==> config.mk <==
export PLATFORM = sky130hd
export DESIGN_NAME = asr_status_regs
export DESIGN_NICKNAME = d
export VERILOG_FILES = /design/src/pkg/asr_pkg.sv /design/src/verilog/asr_sticky_flag.sv /design/src/verilog/asr_status_regs.sv
export SDC_FILE = /design/constraint.sdc
export NUM_CORES = 1
export LEC_CHECK = 0
export BUFFER_PORTS_ARGS = -buffer_cell sky130_fd_sc_hd__buf_2
export CAP_MARGIN = 20
export CORE_UTILIZATION = 49
export CTS_BUF_LIST = sky130_fd_sc_hd__clkbuf_16
export CTS_CLUSTER_DIAMETER = 150
export CTS_CLUSTER_SIZE = 25
export DETAILED_ROUTE_END_ITERATION = 8
export PLACE_DENSITY = 0.78
export SETUP_SLACK_MARGIN = 0.4
export SLEW_MARGIN = 30
export SYNTH_ARGS = -nofsm -noshare
export SYNTH_HDL_FRONTEND = slang
export SYNTH_SLANG_ARGS = --single-unit
==> constraint.sdc <==
create_clock -name ref_clk -period 1.1 [get_ports ref_clk]
set_input_delay 0.11 -clock ref_clk [delete_from_list [all_inputs] [get_ports ref_clk]]
set_output_delay 0.11 -clock ref_clk [all_outputs]
set_load 0.005 [all_outputs]
==> src/pkg/asr_pkg.sv <==
// Functional notes
// (RULE1) Identification word bits 11:8 always read channel quantity three.
// (RULE2) Identification low byte is reserved; its value is not guaranteed.
// (RULE3) Status bit 15 set by lock command, cleared by unlock, resets 0.
// (RULE4) Status bit 14 set on each resync; cleared by status read.
// (RULE5) Status bit 13 set on register-map checksum fault; cleared by status read.
// (RULE6) Status bit 12 set on serial input checksum error; cleared by status read.
// (RULE7) Status bit 11 shows checksum polynomial, 1 meaning ANSI; resets 0.
// (RULE8) Status bit 10 set by reset pin, power-on or reset command.
// (RULE9) Reset bit clears only by writing 0 to mode reset field.
// (RULE10) Status bits 9:8 show sample word size; reset value 01.
// (RULE11) Status bit 7 fuse parity fault; read clears; persisting fault sets again.
// (RULE12) Status bit 6 isolated supply fault; resets 1; cleared by status read.
// (RULE13) Status bits 5:3 always read zero.
// (RULE14) Status bits 2:0 show new sample per channel; reset 0.
// (RULE15) Status word sits at address one and reads 0540 after reset.
// (RULE16) Host writes 0 to mode bit 10 to clear reset indication.
// (RULE17) Status polynomial bit follows mode register bit 11.
// (RULE18) Status word size bits mirror mode register bits 9:8.
// (RULE19) Writes to identification or status words change nothing.
package asr_pkg;
    localparam int ADDR_W = 6;
    localparam logic [ADDR_W-1:0] ID_ADDR = 6'h00;
    localparam logic [ADDR_W-1:0] STATUS_ADDR = 6'h01;
    localparam logic [15:0] STATUS_RESET = 16'h0540;
    localparam logic [3:0] CHANNEL_QTY = 4'h3;
    localparam logic [1:0] WLEN_RESET = 2'h1;
    localparam logic CRC_TYPE_RESET = 1'b0;
    localparam logic [2:0] NEW_SAMPLE_RESET = 3'h0;
    localparam logic [2:0] STS_RSVD_VALUE = 3'h0;
    // Status bit positions
    localparam int STS_LOCK = 15;
    localparam int STS_RESYNC = 14;
    localparam int STS_REGMAP = 13;
    localparam int STS_RXCRC = 12;
    localparam int STS_CRC_TYPE = 11;
    localparam int STS_RESET = 10;
    localparam int STS_WLEN_HI = 9;
    localparam int STS_WLEN_LO = 8;
    localparam int STS_FUSE = 7;
    localparam int STS_SIDE = 6;
    localparam int STS_RSVD_HI = 5;
    localparam int STS_RSVD_LO = 3;
    // Sticky flag slots
    localparam int NFLAG = 7;
    localparam int F_LOCK = 0;
    localparam int RESYNC_EVENT_FLAG = 1;
    localparam int F_REGMAP = 2;
    localparam int F_RXCRC = 3;
    localparam int F_RESET = 4;
    localparam int F_FUSE = 5;
    localparam int F_SIDE = 6;
    localparam logic [NFLAG-1:0] FLAG_RESET = 7'h50;

    typedef struct packed {
        logic null_cmd;
        logic register_read_command;
        logic [ADDR_W-1:0] addr;
    } asr_cmd_s;

    typedef struct packed {
        logic valid;
        logic hit;
        logic [15:0] data;
    } asr_rsp_s;

    typedef struct packed {
        logic resync;
        logic regmap_fault;
        logic rx_crc_fault;
        logic lock_cmd;
        logic unlock_cmd;
        logic reset_cmd;
        logic mode_reset_clear;
    } asr_evt_s;

    typedef struct packed {
        logic crc_type;
        logic [1:0] sample_word_size;
    } asr_mode_s;

    function automatic logic is_status_read(input asr_cmd_s c);
        return c.null_cmd || (c.register_read_command && c.addr == STATUS_ADDR);
    endfunction
endpackage

==> src/verilog/asr_sticky_flag.sv <==
`timescale 1ns/1ps
`default_nettype none
module asr_sticky_flag
    import asr_pkg::*;
#(
    parameter logic RESET_VAL = 1'b0
) (
    input wire logic ref_clk,
    input wire logic reset_n,
    input wire logic set,
    input wire logic clear,
    output logic flag_q
);
    // A set in the clearing cycle wins so no event is lost
    always_ff @(posedge ref_clk or negedge reset_n) begin
        if (!reset_n) begin
            flag_q <= RESET_VAL;
        end else if (set) begin
            flag_q <= 1'b1;
        end else if (clear) begin
            flag_q <= 1'b0;
        end
    end
endmodule
`default_nettype wire

==> src/verilog/asr_status_regs.sv <==
`timescale 1ns/1ps
`default_nettype none
module asr_status_regs
    import asr_pkg::*;
#(
    // Arbitrary identity values, not those of any real part
    parameter logic [3:0] ID_UPPER = 4'hA,
    parameter logic [7:0] ID_LOW = 8'h00
) (
    input wire logic ref_clk,
    input wire logic reset_n,
    input wire asr_cmd_s cmd,
    input wire asr_evt_s evt,
    input wire asr_mode_s mode,
    input wire logic [2:0] new_sample,
    input wire logic fuse_fault_pin,
    input wire logic side_fault_pin,
    output asr_rsp_s rsp,
    output logic lock_active
);
    logic fuse_meta_q;
    logic fuse_sync_q;
    logic side_meta_q;
    logic side_sync_q;
    logic crc_type_q;
    logic [1:0] word_size_q;
    logic ch2_new_sample_q;
    logic ch1_new_sample_q;
    logic ch0_new_sample_q;
    logic [NFLAG-1:0] flag_set;
    logic [NFLAG-1:0] flag_clr;
    logic [NFLAG-1:0] flag_q;
    logic [15:0] status_word;
    logic [15:0] id_word;
    logic status_rd;
    logic id_rd;
    logic any_rd;
    asr_rsp_s rsp_q;

    // Fault levels come from the analog side; two stages before use
    always_ff @(posedge ref_clk or negedge reset_n) begin
        if (!reset_n) begin
            fuse_meta_q <= 1'b0;
            fuse_sync_q <= 1'b0;
            side_meta_q <= 1'b0;
            side_sync_q <= 1'b0;
        end else begin
            fuse_meta_q <= fuse_fault_pin;
            fuse_sync_q <= fuse_meta_q;
            side_meta_q <= side_fault_pin;
            side_sync_q <= side_meta_q;
        end
    end

    // Mirrors of the mode register fields
    always_ff @(posedge ref_clk or negedge reset_n) begin
        if (!reset_n) begin
            crc_type_q <= CRC_TYPE_RESET; // RULE7
            word_size_q <= WLEN_RESET; // RULE10
        end else begin
            crc_type_q <= mode.crc_type; // RULE17
            word_size_q <= mode.sample_word_size; // RULE18
        end
    end

    // New-sample indications per channel
    always_ff @(posedge ref_clk or negedge reset_n) begin
        if (!reset_n) begin
            {ch2_new_sample_q, ch1_new_sample_q, ch0_new_sample_q} <= NEW_SAMPLE_RESET; // RULE14
        end else begin
            {ch2_new_sample_q, ch1_new_sample_q, ch0_new_sample_q} <= new_sample; // RULE14
        end
    end

    assign status_rd = is_status_read(cmd);
    assign id_rd = cmd.register_read_command && cmd.addr == ID_ADDR;
    assign any_rd = cmd.null_cmd || cmd.register_read_command;

    // Set and clear terms of the sticky flags
    always_comb begin
        flag_set = '0;
        flag_clr = '0;
        flag_set[F_LOCK] = evt.lock_cmd; // RULE3
        flag_clr[F_LOCK] = evt.unlock_cmd; // RULE3
        flag_set[RESYNC_EVENT_FLAG] = evt.resync; // RULE4
        flag_clr[RESYNC_EVENT_FLAG] = status_rd; // RULE4
        flag_set[F_REGMAP] = evt.regmap_fault; // RULE5
        flag_clr[F_REGMAP] = status_rd; // RULE5
        flag_set[F_RXCRC] = evt.rx_crc_fault; // RULE6
        flag_clr[F_RXCRC] = status_rd; // RULE6
        // The pin reset is covered by the flag's reset value
        flag_set[F_RESET] = evt.reset_cmd; // RULE8
        // Reads never touch this one; only the mode field write does
        flag_clr[F_RESET] = evt.mode_reset_clear; // RULE9
        // A persisting fault keeps the set term high, so it re-arms itself
        flag_set[F_FUSE] = fuse_sync_q; // RULE11
        flag_clr[F_FUSE] = status_rd; // RULE11
        flag_set[F_SIDE] = side_sync_q; // RULE12
        flag_clr[F_SIDE] = status_rd; // RULE12
    end

    for (genvar i = 0; i < NFLAG; i++) begin : g_flag
        asr_sticky_flag #(
            .RESET_VAL(FLAG_RESET[i])
        ) u_flag (
            .ref_clk(ref_clk),
            .reset_n(reset_n),
            .set(flag_set[i]),
            .clear(flag_clr[i]),
            .flag_q(flag_q[i])
        );
    end

    // Reset values of all parts together give 0540
    assign status_word = {
        flag_q[F_LOCK],
        flag_q[RESYNC_EVENT_FLAG],
        flag_q[F_REGMAP],
        flag_q[F_RXCRC],
        crc_type_q,
        flag_q[F_RESET],
        word_size_q,
        flag_q[F_FUSE],
        flag_q[F_SIDE],
        STS_RSVD_VALUE, // RULE13
        ch2_new_sample_q,
        ch1_new_sample_q,
        ch0_new_sample_q
    }; // RULE15

    assign id_word = {ID_UPPER, CHANNEL_QTY, ID_LOW}; // RULE1 RULE2

    // Read answer one cycle after the command. The returned word is the
    // value before the read-clear, so an event is reported exactly once.
    // There is no write path: neither word can be altered from the host.
    always_ff @(posedge ref_clk or negedge reset_n) begin
        if (!reset_n) begin
            rsp_q <= '0;
        end else begin
            rsp_q.valid <= any_rd;
            rsp_q.hit <= status_rd || id_rd;
            if (status_rd) begin
                rsp_q.data <= status_word; // RULE15 RULE19
            end else if (id_rd) begin
                rsp_q.data <= id_word; // RULE1
            end else begin
                rsp_q.data <= 16'h0000;
            end
        end
    end

    assign rsp = rsp_q;
    assign lock_active = flag_q[F_LOCK];
endmodule
`default_nettype wire

# Yosys cells after proc, flatten, opt, wreduce, memory -nomap -nowiden
# Index checks and enable logic that the tools add are counted.
# op_classes
eq_ne	1
n_mux	12
n_reduce_logical	13
# op_table
operator	count
$mux 16	2
$reduce_bool 2->1	7
$mux 1	10
$eq 6x1->1 const B	1
$logic_not 6->1	1
$logic_or 1x1->1	3
$logic_and 1x1->1	2
# totals
ff_bits	35
in_bits	25
wordCells	45

# Logic depth before layout (Yosys ltp)
# Gate-level depths: netlist of the first run.
# depth
ltp_word	5
ltp_mapped	4
mapped_depth_nobuf	2

# Modules after synthesis
# From an unflattened synthesis of the first run, not the netlist that was laid out.
# unflattened
hier_cells	98
hier_area_um2	1247.4
# modules_own_cells
module	n_inst	cells_per_inst	area_each_um2
asr_status_regs	1	77	991.0
asr_sticky_flag at g_flag[0].u_flag ...	5	3	36.3
asr_sticky_flag at g_flag[4].u_flag ...	2	3	37.5

# Worst setup path after synthesis of the first run
# No wires, ideal clock.
# synth_path
kind	input to register
from	input port cmd[1] (netlist name)
to	register rsp_q (netlist bit rsp[10])
arrival_time_ns	1.110
required_time_ns	1.007
setup_slack_ns	-0.103
stages	4
path_cell_list	or4b_1 -> buf_2 -> buf_6 -> o31ai_2
# synth_between
elab_chain_cells	4
# synth_rtl
item	line_no	text
start: declaration	asr_status_regs.sv:12	input wire asr_cmd_s cmd,
$eq 6x1->1	asr_pkg.sv:83	return c.null_cmd || (c.register_read_command && c.addr == STATUS_ADDR);
$logic_and 1x1->1	asr_pkg.sv:83	
$logic_or 1x1->1	asr_pkg.sv:83	
$mux 16	asr_status_regs.sv:142	if (status_rd) begin
end: declaration	asr_status_regs.sv:38	asr_rsp_s rsp_q;
# Every way passes these cells.
# A chain may end at the register's enable or synchronous reset.

# Worst setup path after layout of the first run
# layout_path
from	input port cmd[2] (netlist name)
to	register rsp_q (netlist bit rsp[15])
# layout_between
elab_chain_cells	4
# layout_rtl
item	line_no
$logic_not 6->1 or $eq 6x1->1 (tied branches)	asr_status_regs.sv:76, asr_pkg.sv:83
$logic_and 1x1->1 (on tied branches)	asr_status_regs.sv:76, asr_pkg.sv:83
$mux 16 or $logic_or 1x1->1 (tied branches)	asr_status_regs.sv:144, asr_pkg.sv:83
$mux 16 *	asr_status_regs.sv:142
# Every way passes the cells marked *; elsewhere a longest branch is shown, timed or not.

==> results.md, run 1 <==
- Worst setup EP type: register
- Hold/Removal Path Class: input port to async pin
- R2r setup slk: 0.15 ns
- Failing checks: hold timing
- Final hold violation count: 29
- Fin Clk Skew: 0.003351 ns
- Final ANT Viol Nets: 0
- Data arrival time of the worst path: 1.14 ns
- Total GRT Usage: 0.2602
- CTS buffer count: 5
- Post-DP HPWL: 1.880 mm
- Status: finished with violations
- Synth area leader: dfrtp_1
- Final setup fails: 0
- Placed instance area: 1603 um2
- Vias in the first global route: 997
- Tmin final: 0.9656 ns
- Hold buffer count at cts: 8
- Diode count: 0
- RSZ-0062 raised after global routing: true
- Area delta synth->final: 49.62%
- Final #Nets: 196
- Worst setup SP type: input port
- Finished Cell Area: 1966 um2
- Max Cap Viol: 0
- Share of the synthesized area in the top cell type: 0.5524
- H-tree levels: 2
- Starting DRT DRC Count: 41
- Worst IR drop on VDD: 1769 uV
- Via/cell ratio: 5.342
- Ys Warns: 0
- Fin crit share: 0.8778
- Maximum clock path buffer count: 2
- Root Buffer: clkbuf_16
- FF+latch count, synth: 32
- Clk sink count: 32
- Die area: 2892 um2
- Largest net degree at the start of global routing: 33
- Drc violations: 0
- Num rows: 18
- Layout cells sized above 1: 0.5291
- Die width: 53.78 um
- Post-Syn Area: 1314 um2
- Starting density of the core: 0.5255
- Required @ worst endpoint: 1.28 ns
- Final worst slack: 0.1344 ns
- Utilization after layout: 0.7863
- Vert. Die Dim: 53.78 um
- I/O Buffers: 40
- Setup TNS: 0 ns
- Critical path class: input port to register
- Gpl congestion: 0.7032
- CTS tree: yes
- Leak pwr: 0.9457 nW
- Via count: 1079
- Maximum clock frequency: 1.036 GHz
- Yosys cell types: 20
- Power per standard cell area: 1500 nW/um2
- Final Slew Violations: 0
- Seq/Total Area, Yosys: 0.6124
- WL final: 3.226 mm
- Worst-Skew Late Latency: 0.27 ns
- Dpl ws: -0.2335 ns
- Initial antenna violation count: 0
- CP max FO: 7
- Clock-pin slew on the worst setup and hold paths: 0.05 ns
- Routed length per instance: 15.97 um
- CORE AREA: 2500 um2
- Min Hold Slack: -0.1497 ns
- GRT overflow: 0
- First-pass GRT wire length: 4.954 mm
- Avg Cell Area, Syn: 12.05 um2
- Synth Instances: 109
- First-pass DRT Iterations: 4
- Most area-consuming cells after synthesis: dfrtp_1, dfstp_2, nand2_1, o31ai_2, nor4b_1
- # IOs: 44
## critical path, cell delays in order
cell and delay [ns]:
buf_6 0.09, or4b_4 0.57, buf_6 0.17, a211oi_2 0.20
## worst paths after layout
check                                                    startpoint                                   to  cells past startpoint
worst max-delay path                                         cmd[2]                    rsp[15]$_DFF_PN0_                      4
worst min-delay path                                        reset_n  g_flag[1].u_flag.flag_q$_DFFE_PN0P_                      2
worst max register to register  g_flag[4].u_flag.flag_q$_DFFE_PN1P_                    rsp[10]$_DFF_PN0_                      2
worst min register to register                fuse_meta_q$_DFF_PN0_                fuse_sync_q$_DFF_PN0_                      0
max in group asynchronous                                   reset_n             word_size_q[0]$_DFF_PN1_                      2
min in group ref_clk                                         evt[3]  g_flag[0].u_flag.flag_q$_DFFE_PN0P_                      2
## registers in the layout, summed over array words and instances (netlist names)
name,flops
side_meta_q,1
fuse_sync_q,1
crc_type_q,1
ch2_new_sample_q,1
g_flag.u_flag.flag_q,7
ch1_new_sample_q,1
fuse_meta_q,1
word_size_q,2
rsp,15
side_sync_q,1
ch0_new_sample_q,1
## synthesized netlist by cell type
| master | count |
|---|---|
| nand2_1 | 18 |
| or2_2 | 2 |
| a221oi_1 | 5 |
| o21ai_0 | 1 |
| or4b_1 | 1 |
| o31ai_2 | 5 |
| inv_1 | 8 |
| buf_6 | 1 |
| nor2_1 | 5 |
| nor4b_1 | 6 |
| buf_4 | 3 |
| o31ai_1 | 4 |
| buf_2 | 1 |
| dfstp_2 | 3 |
| dfrtp_1 | 29 |
| conb_1 | 1 |
| a211oi_2 | 4 |
| clkbuf_1 | 5 |
| a21o_1 | 2 |
| o21ba_2 | 5 |
## final cells by class
cell class | instances | area, um2
Tap cell | 30 | 37.54
Clock inverter | 3 | 11.26
Multi-Input combinational cell | 61 | 528.0
Clock buffer | 5 | 125.1
Fill cell | 137 | 534.3
Sequential cell | 32 | 804.5
Timing Repair Buffer | 63 | 429.2
Inverter | 8 | 30.03
## power by group
part | switching (mW) | internal, mW | total, mW
sequential | 0.0389 | 1.26 | 1.30
combinational | 0.194 | 0.196 | 0.390
clock | 0.446 | 0.810 | 1.26
total | 0.680 | 2.27 | 2.95
## metal layers
metal | vias to the layer above | part of all wire | track usage
met1 | 522 | 0.38 | 0.2938
met2 | 50 | 0.52 | 0.4321
met4 | 0 | 0.030 | 0.09649
li1 | 495 | - | -
met3 | 12 | 0.064 | 0.1130
met5 | - | 0 | 0
## timing repair
action                                 in CTS  in global routing
setup endpoints to repair                  36                 36
pin swaps                                   8                  2
endpoints found under the hold margin      37                 29
gates resized for setup                    13                  7
cloned                                      1                  0
buffers inserted                            3                  2
## cells in the final DEF (no fill, tap or decap)
cell type and instances:
o21ba_2 5, o21ai_0 1, a211oi_2 4, buf_6 5
clkbuf_16 5, nor4b_1 2, or4b_4 1, dfrtp_1 29
o31ai_4 3, or2_2 2, a21o_1 2, dlygate4sd3_1 8
nor4b_4 1, conb_1 3, nand2_1 18, inv_1 10
nor2_1 4, a221oi_1 3, o31ai_2 6, buf_4 11
a221oi_2 2, nor2_2 1, buf_12 1, buf_2 38
dfstp_2 3, clkinv_1 1, nor4b_2 3
## metrics by stage
stage	std cells	power (mW)
after global routing	202	3.068
final	202	2.948
after detailed placement	180	1.624
after floorplan	111	1.468
after global placement	180	1.602
after CTS	200	2.937
## cells by family after synthesis
logic type	synth area share
AOI/OAI and AO/OA	0.1952
and+or+nand+nor	0.1229
buffers and inverters	0.06666
DFF	0.6124
other	0.002854
No activity file was read; power rests on OpenSTA's default activity.
==> inputs of run 2 (changes only) <==
--- a/config.mk
+++ b/config.mk
@@ -9,10 +9,9 @@
 export CAP_MARGIN = 20
 export CORE_UTILIZATION = 49
 export CTS_BUF_LIST = sky130_fd_sc_hd__clkbuf_16
-export CTS_CLUSTER_DIAMETER = 150
 export CTS_CLUSTER_SIZE = 25
 export DETAILED_ROUTE_END_ITERATION = 8
-export PLACE_DENSITY = 0.78
+export PLACE_DENSITY = 0.81
 export SETUP_SLACK_MARGIN = 0.4
 export SLEW_MARGIN = 30
 export SYNTH_ARGS = -nofsm -noshare
==> run 2 against run 1 <==
The run still ends with hold timing left. Largest power group unchanged. Combinational power about the same. Clock power about the same. Wire length down 3.6%. Via count down 1.6%. Hold slack better by 0.0016 ns. Sequential power about the same.
==> results.md, run 2 (synthesis results as in run 1) <==
- Status: finished with violations
- Failing checks: hold timing
- Vias in the first global route: 972 (-2.5%)
- # IOs: 44 (unchanged)
- First-pass DRT Iterations: 4 (unchanged)
- Fin Clk Skew: 0.005265 ns (+0.001914 ns)
- Max FFs per register: 15 (unchanged)
- Gpl congestion: 0.7485 (+6.4%)
- Via count: 1062 (-1.6%)
- WL final: 3.110 mm (-3.6%)
- Largest net degree at the start of global routing: 33 (unchanged)
- Comb power frac: 0.132 (about the same)
- Utilization after layout: 0.7833 (-0.003003)
- Placed Cells: 180 (unchanged)
- Initial antenna violation count: 0 (unchanged)
- CTS tree: yes
- Final hold violation count: 29 (unchanged)
- Int Pwr: 2.264 mW (-0.17%)
- Worst setup SP type: input port
- Cell mode on critical path: buf_6
- Hold buffer count at cts: 8 (unchanged)
- Tmin final: 0.9767 ns (+0.01113 ns)
- Commonest non-fill, non-tap cell in the layout: buf_2
- Final ANT Viol Nets: 0 (unchanged)
- Die area: 2892 um2 (unchanged)
- Hold/Removal Path Class: input port to async pin
- Dpl ws: -0.2062 ns (+0.02735 ns)
- Worst setup EP type: register
- Final Slew Violations: 0 (unchanged)
- Worst IR drop on VDD: 1277 uV (-28%)
- RSZ-0062 raised after global routing: true
- Root Buffer: clkbuf_16
- H-tree levels: 2 (unchanged)
- Routed length per instance: 15.63 um (-2.1%)
- Via/cell ratio: 5.337 (about the same)
- Max stage delay on crit path: 0.56 ns (about the same)
- Layout cells sized above 1: 0.5385 (+0.009392)
- First-pass GRT wire length: 4.533 mm (-8.5%)
- CP max FO: 7 (unchanged)
- Maximum clock path buffer count: 2 (unchanged)
- GRT overflow: 0 (unchanged)
- CTS buffer count: 5 (unchanged)
- Worst-Skew Late Latency: 0.27 ns (about the same)
- Sw Share: 0.2298 (-0.0007312)
- Top Family by Delay on Critical Path: simple AND/OR/NAND/NOR gates
- Num rows: 18 (unchanged)
- Clk sink count: 32 (unchanged)
- Post-DP HPWL: 1.879 mm (about the same)
- Total GRT Usage: 0.2405 (-0.01971)
- Starting density of the core: 0.5255 (unchanged)
- Maximum clock frequency: 1.024 GHz (-1.1%)
- Slowest CP cell: or4b_4
- Area delta synth->final: 49.05%
- Min Hold Slack: -0.1481 ns (+0.001621 ns)
- Critical path class: input port to register
- Diode count: 0 (unchanged)
- Filler cells: 149 (+8.8%)
- Final worst slack: 0.1233 ns (-0.01113 ns)
- I/O Buffers: 40 (unchanged)
- Vert. Die Dim: 53.78 um (unchanged)
- CORE AREA: 2500 um2 (unchanged)
- Data arrival time of the worst path: 1.15 ns (about the same)
- Starting DRT DRC Count: 18 (-56%)
- Most frequent cells in the layout: buf_2, dfrtp_1, nand2_1
- Fin crit share: 0.8879 (+0.01011)
- P_sw: 0.6757 mW (-0.58%)
- Post-Layout Cell Count: 199 (-1.5%)
- Clock-pin slew on the worst setup and hold paths: 0.05 ns (about the same)
- CP cell instances: buf_6 -> or4b_4 -> buf_6 -> a211oi_2
- Clock network power share: 0.425 (about the same)
- Final setup fails: 0 (unchanged)
- Required @ worst endpoint: 1.27 ns (about the same)
- Reg power frac: 0.443 (about the same)
- Leak pwr: 0.9281 nW (-1.9%)
- Drc violations: 0 (unchanged)
- Max Cap Viol: 0 (unchanged)
- CP bufs+invs: 2 (unchanged)
- Die width: 53.78 um (unchanged)
- Power per standard cell area: 1501 nW/um2 (+0.12%)
- Final #Nets: 193 (-1.5%)
-- run 2: path summary, 6_finish.rpt --
check	depth (start not counted)	slack (ns)	startpoint	endpoint
worst max-delay path	4	0.12	cmd[2]	rsp[8]$_DFF_PN0_
worst min register to register	0	0.35	side_meta_q$_DFF_PN0_	side_sync_q$_DFF_PN0_
worst min-delay path	2	-0.15	reset_n	rsp[16]$_DFF_PN0_
max in group asynchronous	2	0.93	reset_n	word_size_q[0]$_DFF_PN1_
worst max register to register	2	0.16	word_size_q[0]$_DFF_PN1_	rsp[8]$_DFF_PN0_
min in group ref_clk	2	0.02	evt[1]	g_flag[4].u_flag.flag_q$_DFFE_PN1P_
-- run 2: stage by stage --
| step | total power, mW | instance area [um2] | setup TNS, ns |
|---|---|---|---|
| floorplan | 1.468 | 1365 | -0.3803 |
| global placement | 1.603 | 1603 | -1.705 |
| detailed placement | 1.624 | 1603 | -2.047 |
| CTS | 2.920 | 1878 | 0 |
| global route | 3.070 | 1958 | 0 |
| finish | 2.940 | 1958 | 0 |
-- run 2: repair_timing --
action                                  in CTS  in global routing
setup buffers                                2                  0
hold endpoints to repair                    37                 29
endpoints found under the setup margin      36                 36
gates resized for setup                     10                 13
gates cloned                                 1                  0
pin swaps                                    9                  2
-- run 2: power by group through the flow --
stage	sequential, mW	combinational, mW	clock [mW]
floorplan	1.31	0.153	0
global placement	1.31	0.292	0
detailed placement	1.32	0.307	0
CTS	1.30	0.351	1.27
global route	1.31	0.427	1.33
finish	1.30	0.388	1.25
-- run 2: area by class of cell --
type                    instances  area [um2]  share of cell area
flip-flops and latches         32       804.5              0.4109
multi-input cells              61       558.0              0.2850
repair buffers                 60       391.6              0.2000
clock buffers                   5       125.1             0.06390
well taps                      30       37.54             0.01917
inverters                       8       30.03             0.01534
clock inverters                 3       11.26            0.005751
-- run 2: worst register-to-register path, stage by stage (launching register included) --
cell      delay [ns]
dfstp_2         0.51
o21ba_2         0.16
a211oi_2        0.18
-- run 2: routing by layer --
layer	GRT usage	vias up	wire length [um]
li1	-	491	-
met1	0.2983	527	1266
met2	0.3642	37	1641
met3	0.07627	7	147
met4	0.1447	0	55
met5	0	-	0
==> inputs of run 3 (changes only) <==
--- a/config.mk
+++ b/config.mk
@@ -7,6 +7,7 @@
 export LEC_CHECK = 0
 export BUFFER_PORTS_ARGS = -buffer_cell sky130_fd_sc_hd__buf_2
 export CAP_MARGIN = 20
+export CORE_ASPECT_RATIO = 1.2
 export CORE_UTILIZATION = 49
 export CTS_BUF_LIST = sky130_fd_sc_hd__clkbuf_16
 export CTS_CLUSTER_SIZE = 25
==> run 3 against run 2 <==
The flow still finishes with violations (hold timing). Sequential power about the same. Via count increased by 0.75%. Die area about the same. Register-to-register slack improved by 0.03 ns. Non-clock buffer count decreased by 1. Critical path type unchanged. Largest cell class unchanged.
==> results.md, run 3 (synthesis results as in run 1) <==
- CP max FO: 7 (unchanged)
- Routed length per instance: 17.04 um (+9.0%)
- Status: finished with violations
- Initial antenna violation count: 0 (unchanged)
- Layout cells sized above 1: 0.5536 (+0.01511)
- R2r startpoint: g_flag[6].u_flag.flag_q$_DFFE_PN1P_
- Final hold violation count: 29 (unchanged)
- Worst-Skew Late Latency: 0.27 ns (about the same)
- Worst-case reg-to-reg path depth: 2 (unchanged)
- Hold/Removal Path Class: input port to async pin
- Dpl ws: -0.1986 ns (+0.007602 ns)
- Starting density of the core: 0.5198 (-0.005723)
- Max Cap Viol: 0 (unchanged)
- Vert. Die Dim: 58.72 um (+9.2%)
- Fin crit share: 0.9327 (+0.04479)
- Maximum clock frequency: 0.9747 GHz (-4.8%)
- Drc violations: 0 (unchanged)
- # IOs: 44 (unchanged)
- Maximum clock path buffer count: 2 (unchanged)
- Diode count: 0 (unchanged)
- First-pass GRT wire length: 4.726 mm (+4.3%)
- Leak pwr: 0.9307 nW (+0.28%)
- Vias in the first global route: 1033 (+6.3%)
- H-tree levels: 2 (unchanged)
- Starting DRT DRC Count: 41 (+23)
- Hold buffer count at cts: 8 (unchanged)
- Area occupied by registers: 804.5 um2 (unchanged)
- Top Family by Delay on Critical Path: simple AND/OR/NAND/NOR gates
- Post-Layout Cell Count: 201 (+1.0%)
- Root Buffer: clkbuf_16
- Final #Nets: 192 (-0.52%)
- WL final: 3.425 mm (+10%)
- GRT overflow: 0 (unchanged)
- Final ANT Viol Nets: 0 (unchanged)
- Final worst slack: 0.07404 ns (-0.04926 ns)
- Filler cells: 154 (+3.4%)
- Largest net degree at the start of global routing: 33 (unchanged)
- Die area: 2893 um2 (about the same)
- Clock-pin slew on the worst setup and hold paths: 0.05 ns (about the same)
- Clk sink count: 32 (unchanged)
- Die width: 49.27 um (-8.4%)
- Most frequent cells in the layout: buf_2, dfrtp_1, nand2_1
- Data arrival time of the worst path: 1.21 ns (+0.06 ns)
- Final Slew Violations: 0 (unchanged)
- Via count: 1070 (+0.75%)
- Crit Reg-Reg Endpoint: rsp[6]$_DFF_PN0_
- Critical path class: input port to register
- Fin Clk Skew: 0.001345 ns (-0.003920 ns)
- CTS buffer count: 5 (unchanged)
- Power per standard cell area: 1500 nW/um2 (about the same)
- I/O Buffers: 40 (unchanged)
- Slowest CP cell: or4b_4
- Tmin final: 1.026 ns (+0.04926 ns)
- Max FFs per register: 15 (unchanged)
- CP bufs+invs: 2 (unchanged)
- Failing checks: hold timing
- Gpl congestion: 0.8289 (+11%)
- CTS tree: yes
- CP cell instances: buf_2 -> or4b_4 -> buf_8 -> o31ai_4
- RSZ-0062 raised after global routing: true
- Worst IR drop on VDD: 1354 uV (+6.1%)
- Commonest non-fill, non-tap cell in the layout: buf_2
- Via/cell ratio: 5.323 (-0.25%)
- Final setup fails: 0 (unchanged)
- R2r setup slk: 0.19 ns (+0.03 ns)
- Required @ worst endpoint: 1.28 ns (about the same)
- Multi-input logic area: 581.8 um2 (+4.3%)
- Max stage delay on crit path: 0.55 ns (about the same)
- Num rows: 20 (+2)
- Post-DP HPWL: 1.733 mm (-7.7%)
- Worst setup EP type: register
- First-pass DRT Iterations: 4 (unchanged)
- Total GRT Usage: 0.2292 (-0.01126)
- Worst setup SP type: input port
- Area delta synth->final: 50.57%
- Min Hold Slack: -0.1580 ns (-0.009896 ns)
- CORE AREA: 2527 um2 (+1.1%)
- Placed Cells: 181 (+0.56%)
==> run 3: power by group <==
part	internal [mW]	switching, mW	leakage (nW)	total, mW
sequential	1.26	0.0434	0.380	1.31
combinational	0.194	0.209	0.476	0.403
clock	0.810	0.449	0.0738	1.26
total	2.27	0.702	0.931	2.97
==> run 3: worst reg2reg max path: stages, from the launching register on <==
cell	delay (ns)
dfstp_2	0.57
nand2_2	0.08
o31ai_4	0.18
==> run 3: how the worst max path moves through the flow <==
stage	from	endpoint	slack [ns]	cells after the start
2_1_floorplan	cmd[1]	rsp[10]$_DFF_PN0_	-0.04	4
3_3_place_gp	cmd[1]	rsp[0]$_DFF_PN0_	-0.15	4
3_5_place_dp	cmd[1]	rsp[2]$_DFF_PN0_	-0.20	4
4_1_cts	cmd[3]	rsp[10]$_DFF_PN0_	0.14	4
5_1_grt	cmd[1]	rsp[1]$_DFF_PN0_	0.06	4
6_report	cmd[1]	rsp[0]$_DFF_PN0_	0.07	4
==> run 3: per-layer routing <==
metal	up-vias	track usage	wire, um
li1	488	-	-
met3	11	0.06202	228
met2	55	0.3875	1862
met5	-	0	0
met4	0	0.1513	90
met1	516	0.2547	1243
==> run 3: timing repair <==
action / in CTS / in global routing
pin swaps: 8 / 4
setup endpoints to repair: 35 / 37
resized for setup: 6 / 20
buffers inserted: 1 / 2
endpoints found under the hold margin: 37 / 29
gates cloned: 1 / 0
==> run 3: layout make-up <==
cell class,instances,share of cell area
Multi-Input combinational cell,61,0.2941
Sequential cell,32,0.4067
Timing Repair Buffer,59,0.1942
Inverter,8,0.01518
Clock inverter,3,0.005693
Tap cell,33,0.02087
Clock buffer,5,0.06325
==> run 3: through the flow <==
step	instance area (um2)	setup TNS, ns	util	hold slack, ns	total power [mW]
after detailed placement	1592	-2.127	0.6297	0.1423	1.614
after floorplan	1365	-0.3803	-	-0.1856	1.468
after global routing	1978	0	0.7827	-0.1104	3.080
after global placement	1592	-1.514	0.6297	0.1354	1.597
final	1978	0	0.7827	-0.1580	2.968
after CTS	1848	0	0.7312	-0.1453	2.892
